<file path="src/codec_regs_pkg.sv">
package codec_regs_pkg;

  // ------------------------------------------------------------
  // Register offsets
  // ------------------------------------------------------------
  localparam logic [6:0] ADDR_DAC_ZERO_FLAG_CONFIG = 7'h66;
  localparam logic [6:0] ADDR_DAC_ZERO_PIN_FUNCTION = 7'h67;
  localparam logic [6:0] ADDR_DAC_LEFT_VOLUME = 7'h68;
  localparam logic [6:0] ADDR_DAC_RIGHT_VOLUME = 7'h69;
  localparam logic [6:0] ADDR_DAC_LEFT_PEAK_LEVEL = 7'h6a;
  localparam logic [6:0] ADDR_DAC_RIGHT_PEAK_LEVEL = 7'h6b;
  localparam logic [6:0] ADDR_ADC_LEFT_INPUT_GAIN = 7'h6c;
  localparam logic [6:0] ADDR_ADC_RIGHT_INPUT_GAIN = 7'h6d;
  localparam logic [6:0] ADDR_ADC_MAIN_CONTROL = 7'h6e;

  // ------------------------------------------------------------
  // Field positions
  // ------------------------------------------------------------
  localparam int BIT_ZF_VOL_DIS = 2;
  localparam int BIT_ZF_DATA_DIS = 1;
  localparam int BIT_ZF_POL = 0;
  localparam int BIT_INT_SEL = 6;
  localparam int BIT_ZSEL_HI = 5;
  localparam int BIT_ZSEL_LO = 4;
  localparam int BIT_AMC = 7;
  localparam int BIT_HPF = 6;
  localparam int BIT_ADC_POWERDOWN = 5;
  localparam int BIT_ADC_ANALOG_POWERDOWN = 4;
  localparam int BIT_MUTE_R = 3;
  localparam int BIT_MUTE_L = 2;
  localparam int BIT_PGA_L_PD = 1;
  localparam int BIT_PGA_R_PD = 0;

  // ------------------------------------------------------------
  // Reset values and codes
  // ------------------------------------------------------------
  localparam logic [7:0] RST_ZERO_FLAG_CONFIG = 8'h00;
  localparam logic [7:0] RST_ZERO_PIN_FUNCTION = 8'h00;
  localparam logic [7:0] RST_VOLUME = 8'h7f;
  localparam logic [7:0] RST_INPUT_GAIN = 8'h00;
  localparam logic [7:0] RST_ADC_MAIN_CONTROL = 8'h00;
  localparam logic [5:0] RST_PEAK_LEVEL = 6'h3f;
  localparam logic [5:0] GAIN_SAT_CODE = 6'h30;
  localparam logic [5:0] GAIN_MAX_STEP = 6'h30;
  // Divider for modulator enable: /2 -> 128 fs, /4 -> 64 fs
  localparam logic [1:0] MOD_DIV2_LAST = 2'h1;
  localparam logic [1:0] MOD_DIV4_LAST = 2'h3;

  typedef enum logic [1:0] {
    ZSEL_RIGHT = 2'b00,
    ZSEL_LEFT = 2'b01,
    ZSEL_EITHER = 2'b10,
    ZSEL_BOTH = 2'b11
  } zero_sel_t;

  typedef struct packed {
    logic modClkDiv4;
    logic highpassEnable;
    logic adcPowerdown;
    logic adcAnalogPowerdown;
    logic adcMuteRight;
    logic adcMuteLeft;
    logic leftGainAmpPowerdown;
    logic rightGainAmpPowerdown;
  } adc_ctrl_t;

  typedef struct packed {
    logic [6:0] attenuation;
    logic muted;
    logic dataZero;
  } dac_chan_t;

endpackage

</file>
<file path="src/codec_dac_adc_control_regs.sv">
// What this block does
// - Muting or zero volume raises the DAC zero flag unless its disable bit is 1.
// - Zero input data raises the DAC zero flag unless its disable bit is 1.
// - The polarity bit makes the zero flag pins active low at 0 and active high at 1.
// - Bit 6 of the pin function register makes the shared pin a left zero flag or interrupt.
// - In interrupt mode, code 00 puts the right flag and code 01 the left flag on the right pin.
// - Code 10 asserts the right pin when either channel is zero.
// - Code 11 asserts the right pin only when both channels are zero.
// - The left volume code attenuates 0.375 dB per step below full scale at code 127.
// - The right volume code uses the same scale as the left.
// - The left peak level reads as a six-bit count of dB below full scale.
// - The right peak level reads the same way.
// - Left gain steps 0.5 dB per code and saturates at 24 dB from code 48 upward.
// - Right gain behaves the same way.
// - Modulator clock is MCLK/2 at 0 and MCLK/4 at 1; the filter bit enables the high-pass.
// - Each power-down bit set to 1 powers down its section.
// - Each ADC mute bit silences its own channel when 1.
`timescale 1ns/1ps
module codec_dac_adc_control_regs
(
  // Clock and reset
  input wire logic clk_sys,
  input wire logic sys_rst,
  // Register port from the serial control interface
  input wire logic regWrite,
  input wire logic regRead,
  input wire logic [6:0] regAddr,
  input wire logic [7:0] regWdata,
  output logic [7:0] regRdata_q,
  output logic regRvalid_q,
  // DAC channel state
  input wire logic dacLeftDataZero,
  input wire logic dacRightDataZero,
  input wire logic dacLeftMuted,
  input wire logic dacRightMuted,
  input wire logic [5:0] dacLeftPeakIn,
  input wire logic [5:0] dacRightPeakIn,
  // Interrupt source for the shared pin
  input wire logic interruptIn,
  // ADC modulator master clock enable
  input wire logic adcMclkEn,
  // Pins
  output logic sharedZeroIntPin_q,
  output logic rightZeroPin_q,
  // DAC volume
  output logic [6:0] dacLeftAttenuation_q,
  output logic [6:0] dacRightAttenuation_q,
  // ADC gain and control
  output logic [5:0] leftGainSteps_q,
  output logic [5:0] rightGainSteps_q,
  output logic adcModEn_q,
  output codec_regs_pkg::adc_ctrl_t adcCtrl_q
);
  import codec_regs_pkg::*;

  // ------------------------------------------------------------
  // Register storage
  // ------------------------------------------------------------
  logic [2:0] zeroFlagCfg_q;
  logic [2:0] zeroPinFunc_q;
  logic [6:0] leftVol_q;
  logic [6:0] rightVol_q;
  logic [5:0] leftGainCode_q;
  logic [5:0] rightGainCode_q;
  logic [7:0] adcMain_q;
  logic [5:0] leftPeak_q;
  logic [5:0] rightPeak_q;

  // ------------------------------------------------------------
  // Write decode
  // ------------------------------------------------------------
  // Peak and unmapped offsets have no select, so such writes are lost
  logic wrZeroFlagCfg;
  logic wrZeroPinFunc;
  logic wrLeftVol;
  logic wrRightVol;
  logic wrLeftGain;
  logic wrRightGain;
  logic wrAdcMain;

  assign wrZeroFlagCfg = regWrite && (regAddr == ADDR_DAC_ZERO_FLAG_CONFIG);
  assign wrZeroPinFunc = regWrite && (regAddr == ADDR_DAC_ZERO_PIN_FUNCTION);
  assign wrLeftVol = regWrite && (regAddr == ADDR_DAC_LEFT_VOLUME);
  assign wrRightVol = regWrite && (regAddr == ADDR_DAC_RIGHT_VOLUME);
  assign wrLeftGain = regWrite && (regAddr == ADDR_ADC_LEFT_INPUT_GAIN);
  assign wrRightGain = regWrite && (regAddr == ADDR_ADC_RIGHT_INPUT_GAIN);
  assign wrAdcMain = regWrite && (regAddr == ADDR_ADC_MAIN_CONTROL);

  // Reserved bits are never stored, so they read back as zero
  always_ff @(posedge clk_sys)
  begin
    if (sys_rst)
      zeroFlagCfg_q <= RST_ZERO_FLAG_CONFIG[2:0];
    else if (wrZeroFlagCfg)
      zeroFlagCfg_q <= regWdata[BIT_ZF_VOL_DIS:BIT_ZF_POL];
  end

  always_ff @(posedge clk_sys)
  begin
    if (sys_rst)
      zeroPinFunc_q <= RST_ZERO_PIN_FUNCTION[6:4];
    else if (wrZeroPinFunc)
      zeroPinFunc_q <= regWdata[BIT_INT_SEL:BIT_ZSEL_LO];
  end

  // Bit 7 of a volume byte is reserved
  always_ff @(posedge clk_sys)
  begin
    if (sys_rst)
    begin
      leftVol_q <= RST_VOLUME[6:0];
      rightVol_q <= RST_VOLUME[6:0];
    end
    else
    begin
      if (wrLeftVol)
        leftVol_q <= regWdata[6:0];
      if (wrRightVol)
        rightVol_q <= regWdata[6:0];
    end
  end

  // Top two bits of a gain byte are reserved
  always_ff @(posedge clk_sys)
  begin
    if (sys_rst)
    begin
      leftGainCode_q <= RST_INPUT_GAIN[5:0];
      rightGainCode_q <= RST_INPUT_GAIN[5:0];
    end
    else
    begin
      if (wrLeftGain)
        leftGainCode_q <= regWdata[5:0];
      if (wrRightGain)
        rightGainCode_q <= regWdata[5:0];
    end
  end

  always_ff @(posedge clk_sys)
  begin
    if (sys_rst)
      adcMain_q <= RST_ADC_MAIN_CONTROL;
    else if (wrAdcMain)
      adcMain_q <= regWdata;
  end

  // ------------------------------------------------------------
  // Peak capture
  // ------------------------------------------------------------
  // Sampled so a read sees a stable code
  always_ff @(posedge clk_sys)
  begin
    if (sys_rst)
    begin
      leftPeak_q <= RST_PEAK_LEVEL;
      rightPeak_q <= RST_PEAK_LEVEL;
    end
    else
    begin
      leftPeak_q <= dacLeftPeakIn;
      rightPeak_q <= dacRightPeakIn;
    end
  end

  // ------------------------------------------------------------
  // Read port
  // ------------------------------------------------------------
  always_ff @(posedge clk_sys)
  begin
    if (sys_rst)
    begin
      regRdata_q <= 8'h00;
      regRvalid_q <= 1'b0;
    end
    else
    begin
      regRvalid_q <= regRead;
      if (regRead)
      begin
        unique case (regAddr)
          ADDR_DAC_ZERO_FLAG_CONFIG: regRdata_q <= {5'h00, zeroFlagCfg_q};
          ADDR_DAC_ZERO_PIN_FUNCTION: regRdata_q <= {1'b0, zeroPinFunc_q, 4'h0};
          ADDR_DAC_LEFT_VOLUME: regRdata_q <= {1'b0, leftVol_q};
          ADDR_DAC_RIGHT_VOLUME: regRdata_q <= {1'b0, rightVol_q};
          ADDR_DAC_LEFT_PEAK_LEVEL: regRdata_q <= {2'h0, leftPeak_q};
          ADDR_DAC_RIGHT_PEAK_LEVEL: regRdata_q <= {2'h0, rightPeak_q};
          ADDR_ADC_LEFT_INPUT_GAIN: regRdata_q <= {2'h0, leftGainCode_q};
          ADDR_ADC_RIGHT_INPUT_GAIN: regRdata_q <= {2'h0, rightGainCode_q};
          ADDR_ADC_MAIN_CONTROL: regRdata_q <= adcMain_q;
          default: regRdata_q <= 8'h00;
        endcase
      end
    end
  end

  // ------------------------------------------------------------
  // Zero detection
  // ------------------------------------------------------------
  logic leftZero;
  logic rightZero;
  dac_chan_t leftChan;
  dac_chan_t rightChan;

  // Volume code travels with the mute and data state
  assign leftChan = {leftVol_q, dacLeftMuted, dacLeftDataZero};
  assign rightChan = {rightVol_q, dacRightMuted, dacRightDataZero};

  zero_detect leftDetect (
    .clk_sys(clk_sys),
    .sys_rst(sys_rst),
    .chan(leftChan),
    .volDisable(zeroFlagCfg_q[BIT_ZF_VOL_DIS]),
    .dataDisable(zeroFlagCfg_q[BIT_ZF_DATA_DIS]),
    .zeroFlag_q(leftZero)
  );

  zero_detect rightDetect (
    .clk_sys(clk_sys),
    .sys_rst(sys_rst),
    .chan(rightChan),
    .volDisable(zeroFlagCfg_q[BIT_ZF_VOL_DIS]),
    .dataDisable(zeroFlagCfg_q[BIT_ZF_DATA_DIS]),
    .zeroFlag_q(rightZero)
  );

  // ------------------------------------------------------------
  // Pin functions
  // ------------------------------------------------------------
  zero_sel_t right_zero_pin_function;
  logic rightPinActive;
  logic intMode;
  logic polHigh;

  assign intMode = zeroPinFunc_q[BIT_INT_SEL - BIT_ZSEL_LO];
  assign right_zero_pin_function = zero_sel_t'(zeroPinFunc_q[1:0]);
  assign polHigh = zeroFlagCfg_q[BIT_ZF_POL];

  always_comb
  begin
    // Outside interrupt mode the right pin keeps its plain role
    rightPinActive = rightZero;
    if (intMode)
    begin
      unique case (right_zero_pin_function)
        ZSEL_RIGHT: rightPinActive = rightZero;
        ZSEL_LEFT: rightPinActive = leftZero;
        ZSEL_EITHER: rightPinActive = leftZero || rightZero;
        ZSEL_BOTH: rightPinActive = leftZero && rightZero;
      endcase
    end
  end

  always_ff @(posedge clk_sys)
  begin
    if (sys_rst)
    begin
      // Reset polarity is active low, so idle level is high
      sharedZeroIntPin_q <= 1'b1;
      rightZeroPin_q <= 1'b1;
    end
    else
    begin
      // Polarity also applied to interrupt, keeping one pin convention
      sharedZeroIntPin_q <= (intMode ? interruptIn : leftZero) ~^ polHigh;
      rightZeroPin_q <= rightPinActive ~^ polHigh;
    end
  end

  // ------------------------------------------------------------
  // Volume and gain
  // ------------------------------------------------------------
  always_ff @(posedge clk_sys)
  begin
    if (sys_rst)
    begin
      dacLeftAttenuation_q <= 7'h00;
      dacRightAttenuation_q <= 7'h00;
    end
    else
    begin
      // Steps of 0.375 dB below full scale
      dacLeftAttenuation_q <= ~leftVol_q;
      dacRightAttenuation_q <= ~rightVol_q;
    end
  end

  gain_map leftGain (
    .clk_sys(clk_sys),
    .sys_rst(sys_rst),
    .gainCode(leftGainCode_q),
    .gainSteps_q(leftGainSteps_q)
  );

  gain_map rightGain (
    .clk_sys(clk_sys),
    .sys_rst(sys_rst),
    .gainCode(rightGainCode_q),
    .gainSteps_q(rightGainSteps_q)
  );

  // ------------------------------------------------------------
  // ADC control
  // ------------------------------------------------------------
  logic [1:0] modCount_q;
  logic [1:0] modLast;

  assign modLast = adcMain_q[BIT_AMC] ? MOD_DIV4_LAST : MOD_DIV2_LAST;

  always_ff @(posedge clk_sys)
  begin
    if (sys_rst)
    begin
      modCount_q <= 2'h0;
      adcModEn_q <= 1'b0;
    end
    else
    begin
      adcModEn_q <= 1'b0;
      if (adcMclkEn)
      begin
        if (modCount_q >= modLast)
        begin
          modCount_q <= 2'h0;
          adcModEn_q <= 1'b1;
        end
        else
          modCount_q <= modCount_q + 2'h1;
      end
    end
  end

  always_ff @(posedge clk_sys)
  begin
    if (sys_rst)
      adcCtrl_q <= adc_ctrl_t'(RST_ADC_MAIN_CONTROL);
    else
    begin
      adcCtrl_q.modClkDiv4 <= adcMain_q[BIT_AMC];
      adcCtrl_q.highpassEnable <= adcMain_q[BIT_HPF];
      adcCtrl_q.adcPowerdown <= adcMain_q[BIT_ADC_POWERDOWN];
      adcCtrl_q.adcAnalogPowerdown <= adcMain_q[BIT_ADC_ANALOG_POWERDOWN];
      adcCtrl_q.adcMuteRight <= adcMain_q[BIT_MUTE_R];
      adcCtrl_q.adcMuteLeft <= adcMain_q[BIT_MUTE_L];
      adcCtrl_q.leftGainAmpPowerdown <= adcMain_q[BIT_PGA_L_PD];
      adcCtrl_q.rightGainAmpPowerdown <= adcMain_q[BIT_PGA_R_PD];
    end
  end

endmodule

</file>
<file path="src/zero_detect.sv">
`timescale 1ns/1ps
module zero_detect
(
  // Clock and reset
  input wire logic clk_sys,
  input wire logic sys_rst,
  // Channel state
  input wire codec_regs_pkg::dac_chan_t chan,
  // Disables
  input wire logic volDisable,
  input wire logic dataDisable,
  // Flag, active high internally
  output logic zeroFlag_q
);
  import codec_regs_pkg::*;

  always_ff @(posedge clk_sys)
  begin
    if (sys_rst)
      zeroFlag_q <= 1'b0;
    else
      zeroFlag_q <= (!volDisable && (chan.muted || chan.attenuation == 7'h00))
        || (!dataDisable && chan.dataZero);
  end
endmodule

</file>
<file path="src/gain_map.sv">
`timescale 1ns/1ps
module gain_map
(
  // Clock and reset
  input wire logic clk_sys,
  input wire logic sys_rst,
  // Gain code from register
  input wire logic [5:0] gainCode,
  // Effective half-dB step count, 0..48
  output logic [5:0] gainSteps_q
);
  import codec_regs_pkg::*;

  always_ff @(posedge clk_sys)
  begin
    if (sys_rst)
      gainSteps_q <= 6'h00;
    else if (gainCode >= GAIN_SAT_CODE)
      gainSteps_q <= GAIN_MAX_STEP;
    else
      gainSteps_q <= gainCode;
  end
endmodule

</file>
<file path="config.mk">
export PLATFORM = sky130hd
export DESIGN_NAME = codec_dac_adc_control_regs
export DESIGN_NICKNAME = d
export VERILOG_FILES = /design/src/codec_regs_pkg.sv /design/src/codec_dac_adc_control_regs.sv /design/src/zero_detect.sv /design/src/gain_map.sv
export SDC_FILE = /design/constraint.sdc
export NUM_CORES = 1
export LEC_CHECK = 0
export ABC_AREA = 1
export BUFFER_PORTS_ARGS = -buffer_cell sky130_fd_sc_hd__buf_2
export CAP_MARGIN = 20
export CORE_MARGIN = 1
export CORE_UTILIZATION = 30
export CTS_BUF_LIST = sky130_fd_sc_hd__clkbuf_16
export DETAILED_ROUTE_END_ITERATION = 7
export PLACE_DENSITY = 0.61
export SLEW_MARGIN = 5
export SYNTH_ARGS = -nofsm -noshare
export SYNTH_HDL_FRONTEND = slang
export SYNTH_SLANG_ARGS = --single-unit
</file>
<file path="constraint.sdc">
create_clock -name clk_sys -period 3.3 [get_ports clk_sys]
set_input_delay 0.66 -clock clk_sys [delete_from_list [all_inputs] [get_ports clk_sys]]
set_output_delay 0.66 -clock clk_sys [all_outputs]
set_load 0.05 [all_outputs]
</file>
==> flow_metrics.tcl <==
set metrics [dict create \
    grt-ovfl-total 0 \
    fp.dieW_um 115 \
    slowest_delay_ps 550 \
    ys_warn_count 0 \
    ios 83 \
    diodes 0 \
    final.min_clock_period_ps 1920 \
    routedWlPerCell_um 13.5 \
    cts_inserted_buffers 9 \
    drc_errors 0 \
    dieHeight_um 115 \
    critPathLaunchType "primary input" \
    ir_worst_vdd_v 0.000193 \
    max_freq_mhz 520 \
    worst-path-max-fanout 36 \
    start_util_pct 31.3 \
    dieArea_mm2 0.0132 \
    vias_per_cell 4.60 \
    postRouteAntennaNets 0 \
    cts_root_buf "clkbuf_16" \
    cts_setup_buffers 0 \
    clkLatencyLatePin_ps 340 \
    path_clk_slew_ps 70 \
    rsz0062_at_grt "no" \
    syn_area_per_cell_um2 7.85 \
    utilization_pct 38.4 \
    nFillCells 1331 \
    drt_pass1_iterations 4 \
    drt_iter0_drc 155 \
    cts_tree "done" \
    maxCapViolations 0 \
    crit_arrival_ps 2140 \
    fp-row-count 40 \
    maxSlewHeadroom_pct 52.2 \
    antenna_found_initial 0 \
    portBuffers 82 \
    dp_hpwl_um 7470 \
    yosys.area.top_type "dfxtp_1" \
    cts_max_path_buffers 2 \
    netlist_area_mm2 0.00382 \
    critical_path_buf_inv_count 1 \
    cp.required_ps 3520 \
    min_path_type "register to register" \
    p_leak_nw 2.16 \
    maxSlewViolCount 0 \
    crit_type "primary input to register" \
    synth_seq_cells 102 \
    worst_pin_slew_ps 715 \
    syn_inst 486 \
    grt_pass1_wl_um 15900 \
    critical_path.top_delay_family "simple AND/OR/NAND/NOR gates" \
    setup_tns_ps 0 \
    ctsHtreeMaxLevel 3 \
    syn_to_final_growth_pct 22.8 \
    core_area_mm2 0.0122 \
    via_count 3387 \
    grt_util_all_layers_pct 16.1 \
    yosysUniqueCellTypes 28 \
    seq_area_frac_synth_pct 53.5 \
    synthTopCellsByArea "dfxtp_1 (54%), nand2_1 (9.0%), nand3_1 (8.1%)" \
    setup_viol 0 \
    clkSinkCount 102 \
    synthesis.nets 524 \
    whs_ps 464 \
    grt_max_degree 52 \
    cts_resized 0 \
    worstSetupEndpointType "register" \
    holdBufCountCts 0 \
    hold_viol 0 \
    finalNetCount 602 \
    slowest_stage "nor2_4" \
    outcome "finished clean" \
    gp_congestion 0.903 \
    wl_um 9960 \
    grt_pass1_vias 3254 \
    period_share_pct 58.3 \
    critical_path.cell_chain "buf_2 -> nand2_1 -> nor2_4 -> nand3_1 -> o21ai_0 -> a21oi_1" \
    drive_gt1_share_pct 22.1 \
    fin_skew_ps 6.60 \
    yosys.area.top_type_share_pct 53.5 \
    p_per_area_mw_per_mm2 535 \
]
## per-layer routing
metal	track usage [%]	wire, um	up-vias
li1	-	-	1735
met1	20.1	4550	1535
met2	26.4	4700	103
met3	4.48	546	14
met4	5.97	161	0
met5	0	0	-
## Yosys cell counts (all sizes together)
cell type / instances
dfxtp: 102
nand2: 96
nor2: 66
nand3: 62
inv: 40
a21oi: 38
o21ai: 32
or2: 12
clkbuf: 11
buf: 8
nand4: 4
a31o: 3
clkinv: 2
nor3: 2
o22ai: 2
a211oi: 1
a21o: 1
and2: 1
ha: 1
mux2i: 1
o211ai: 1
## per-stage QoR
step           setup WS (ps)  instances  area [um2]  power [mW]
6_report                1380        737        4690        2.51
3_3_place_gp            1080        721        4370        1.42
4_1_cts                 1390        737        4690        2.53
3_5_place_dp            1020        721        4370        1.43
5_1_grt                 1140        737        4690        2.61
2_1_floorplan           1700        486        3820        1.37
## worst paths after layout
kind | startpoint | to | slack (ps) | depth (start not counted)
worst max-delay path | regAddr[6] | leftGainCode_q[4]$_SDFFE_PP0P_ | 1380 | 6
worst min-delay path | rightVol_q[3]$_SDFFE_PP1P_ | dacRightAttenuation_q[3]$_SDFF_PP0_ | 460 | 1
worst max register to register | adcMain_q[7]$_SDFFE_PP0P_ | modCount_q[1]$_SDFFE_PP0P_ | 2140 | 5
worst min register to register | rightVol_q[3]$_SDFFE_PP1P_ | dacRightAttenuation_q[3]$_SDFF_PP0_ | 460 | 1
## layout by cell type (no fill, tap or decap)
| cell | n |
|---|---|
| nand2_1 | 92 |
| clkbuf_16 | 9 |
| a211oi_1 | 1 |
| o22ai_1 | 2 |
| clkinv_1 | 2 |
| o211ai_1 | 1 |
| nor3_1 | 2 |
| a21oi_1 | 38 |
| dfxtp_1 | 102 |
| mux2i_1 | 1 |
| nor2_4 | 4 |
| and2_4 | 1 |
| clkinv_4 | 1 |
| bufinv_16 | 2 |
| buf_2 | 82 |
| nand3_1 | 62 |
| inv_2 | 1 |
| nand2_2 | 3 |
| or2_2 | 12 |
| inv_1 | 41 |
| o21ai_0 | 32 |
| nand4_1 | 4 |
| clkinvlp_4 | 2 |
| a31o_2 | 3 |
| buf_4 | 4 |
| a21o_1 | 1 |
| nor2_1 | 61 |
| nand2_4 | 1 |
| ha_1 | 1 |
| nor2_2 | 1 |
## where the power goes
part           leakage [nW]  internal [mW]  switching (mW)
combinational          1.18         0.0440          0.0962
sequential            0.828           1.25         0.00815
clock                 0.154          0.660           0.449
total                  2.16           1.95           0.553
## logic make-up (layout without fill, tap and decap cells)
| group | count (synthesis) | in the layout | synth area share (%) |
|---|---|---|---|
| and+or+nand+nor | 243 | 243 | 28.4 |
| buffers and inverters | 61 | 144 | 6.69 |
| adders and majority gates | 1 | 1 | 0.328 |
| DFF | 102 | 102 | 53.5 |
| AOI/OAI and AO/OA | 78 | 78 | 10.8 |
| muxes | 1 | 1 | 0.262 |
## area by class of cell
type | instances | area (um2) | area share, %
Clock buffer | 9 | 225 | 4.81
Clock inverter | 7 | 91.3 | 1.95
Inverter | 42 | 158 | 3.36
Sequential cell | 102 | 2040 | 43.6
Tap cell | 168 | 210 | 4.49
Timing Repair Buffer | 86 | 440 | 9.40
Multi-Input combinational cell | 323 | 1520 | 32.4
## state kept, by name, indices dropped and copies added, names as in the netlist, 2 cells and up
name                   flops
modCount_q                 2
rightPeak_q                6
dacRightAttenuation_q      7
dacLeftAttenuation_q       7
regRdata_q                 8
leftGain.gainSteps_q       6
zeroFlagCfg_q              3
rightGain.gainSteps_q      6
adcMain_q                  8
rightGainCode_q            6
leftGainCode_q             6
leftPeak_q                 6
leftVol_q                  7
adcCtrl_q                  8
zeroPinFunc_q              3
rightVol_q                 7
## worst reg2reg max path, stage by stage (launching register included)
cell      delay [ps]
dfxtp_1          370
inv_1             80
ha_1             290
inv_1             60
o22ai_1           90
a211oi_1         180
(Power assumes the default switching activity.)
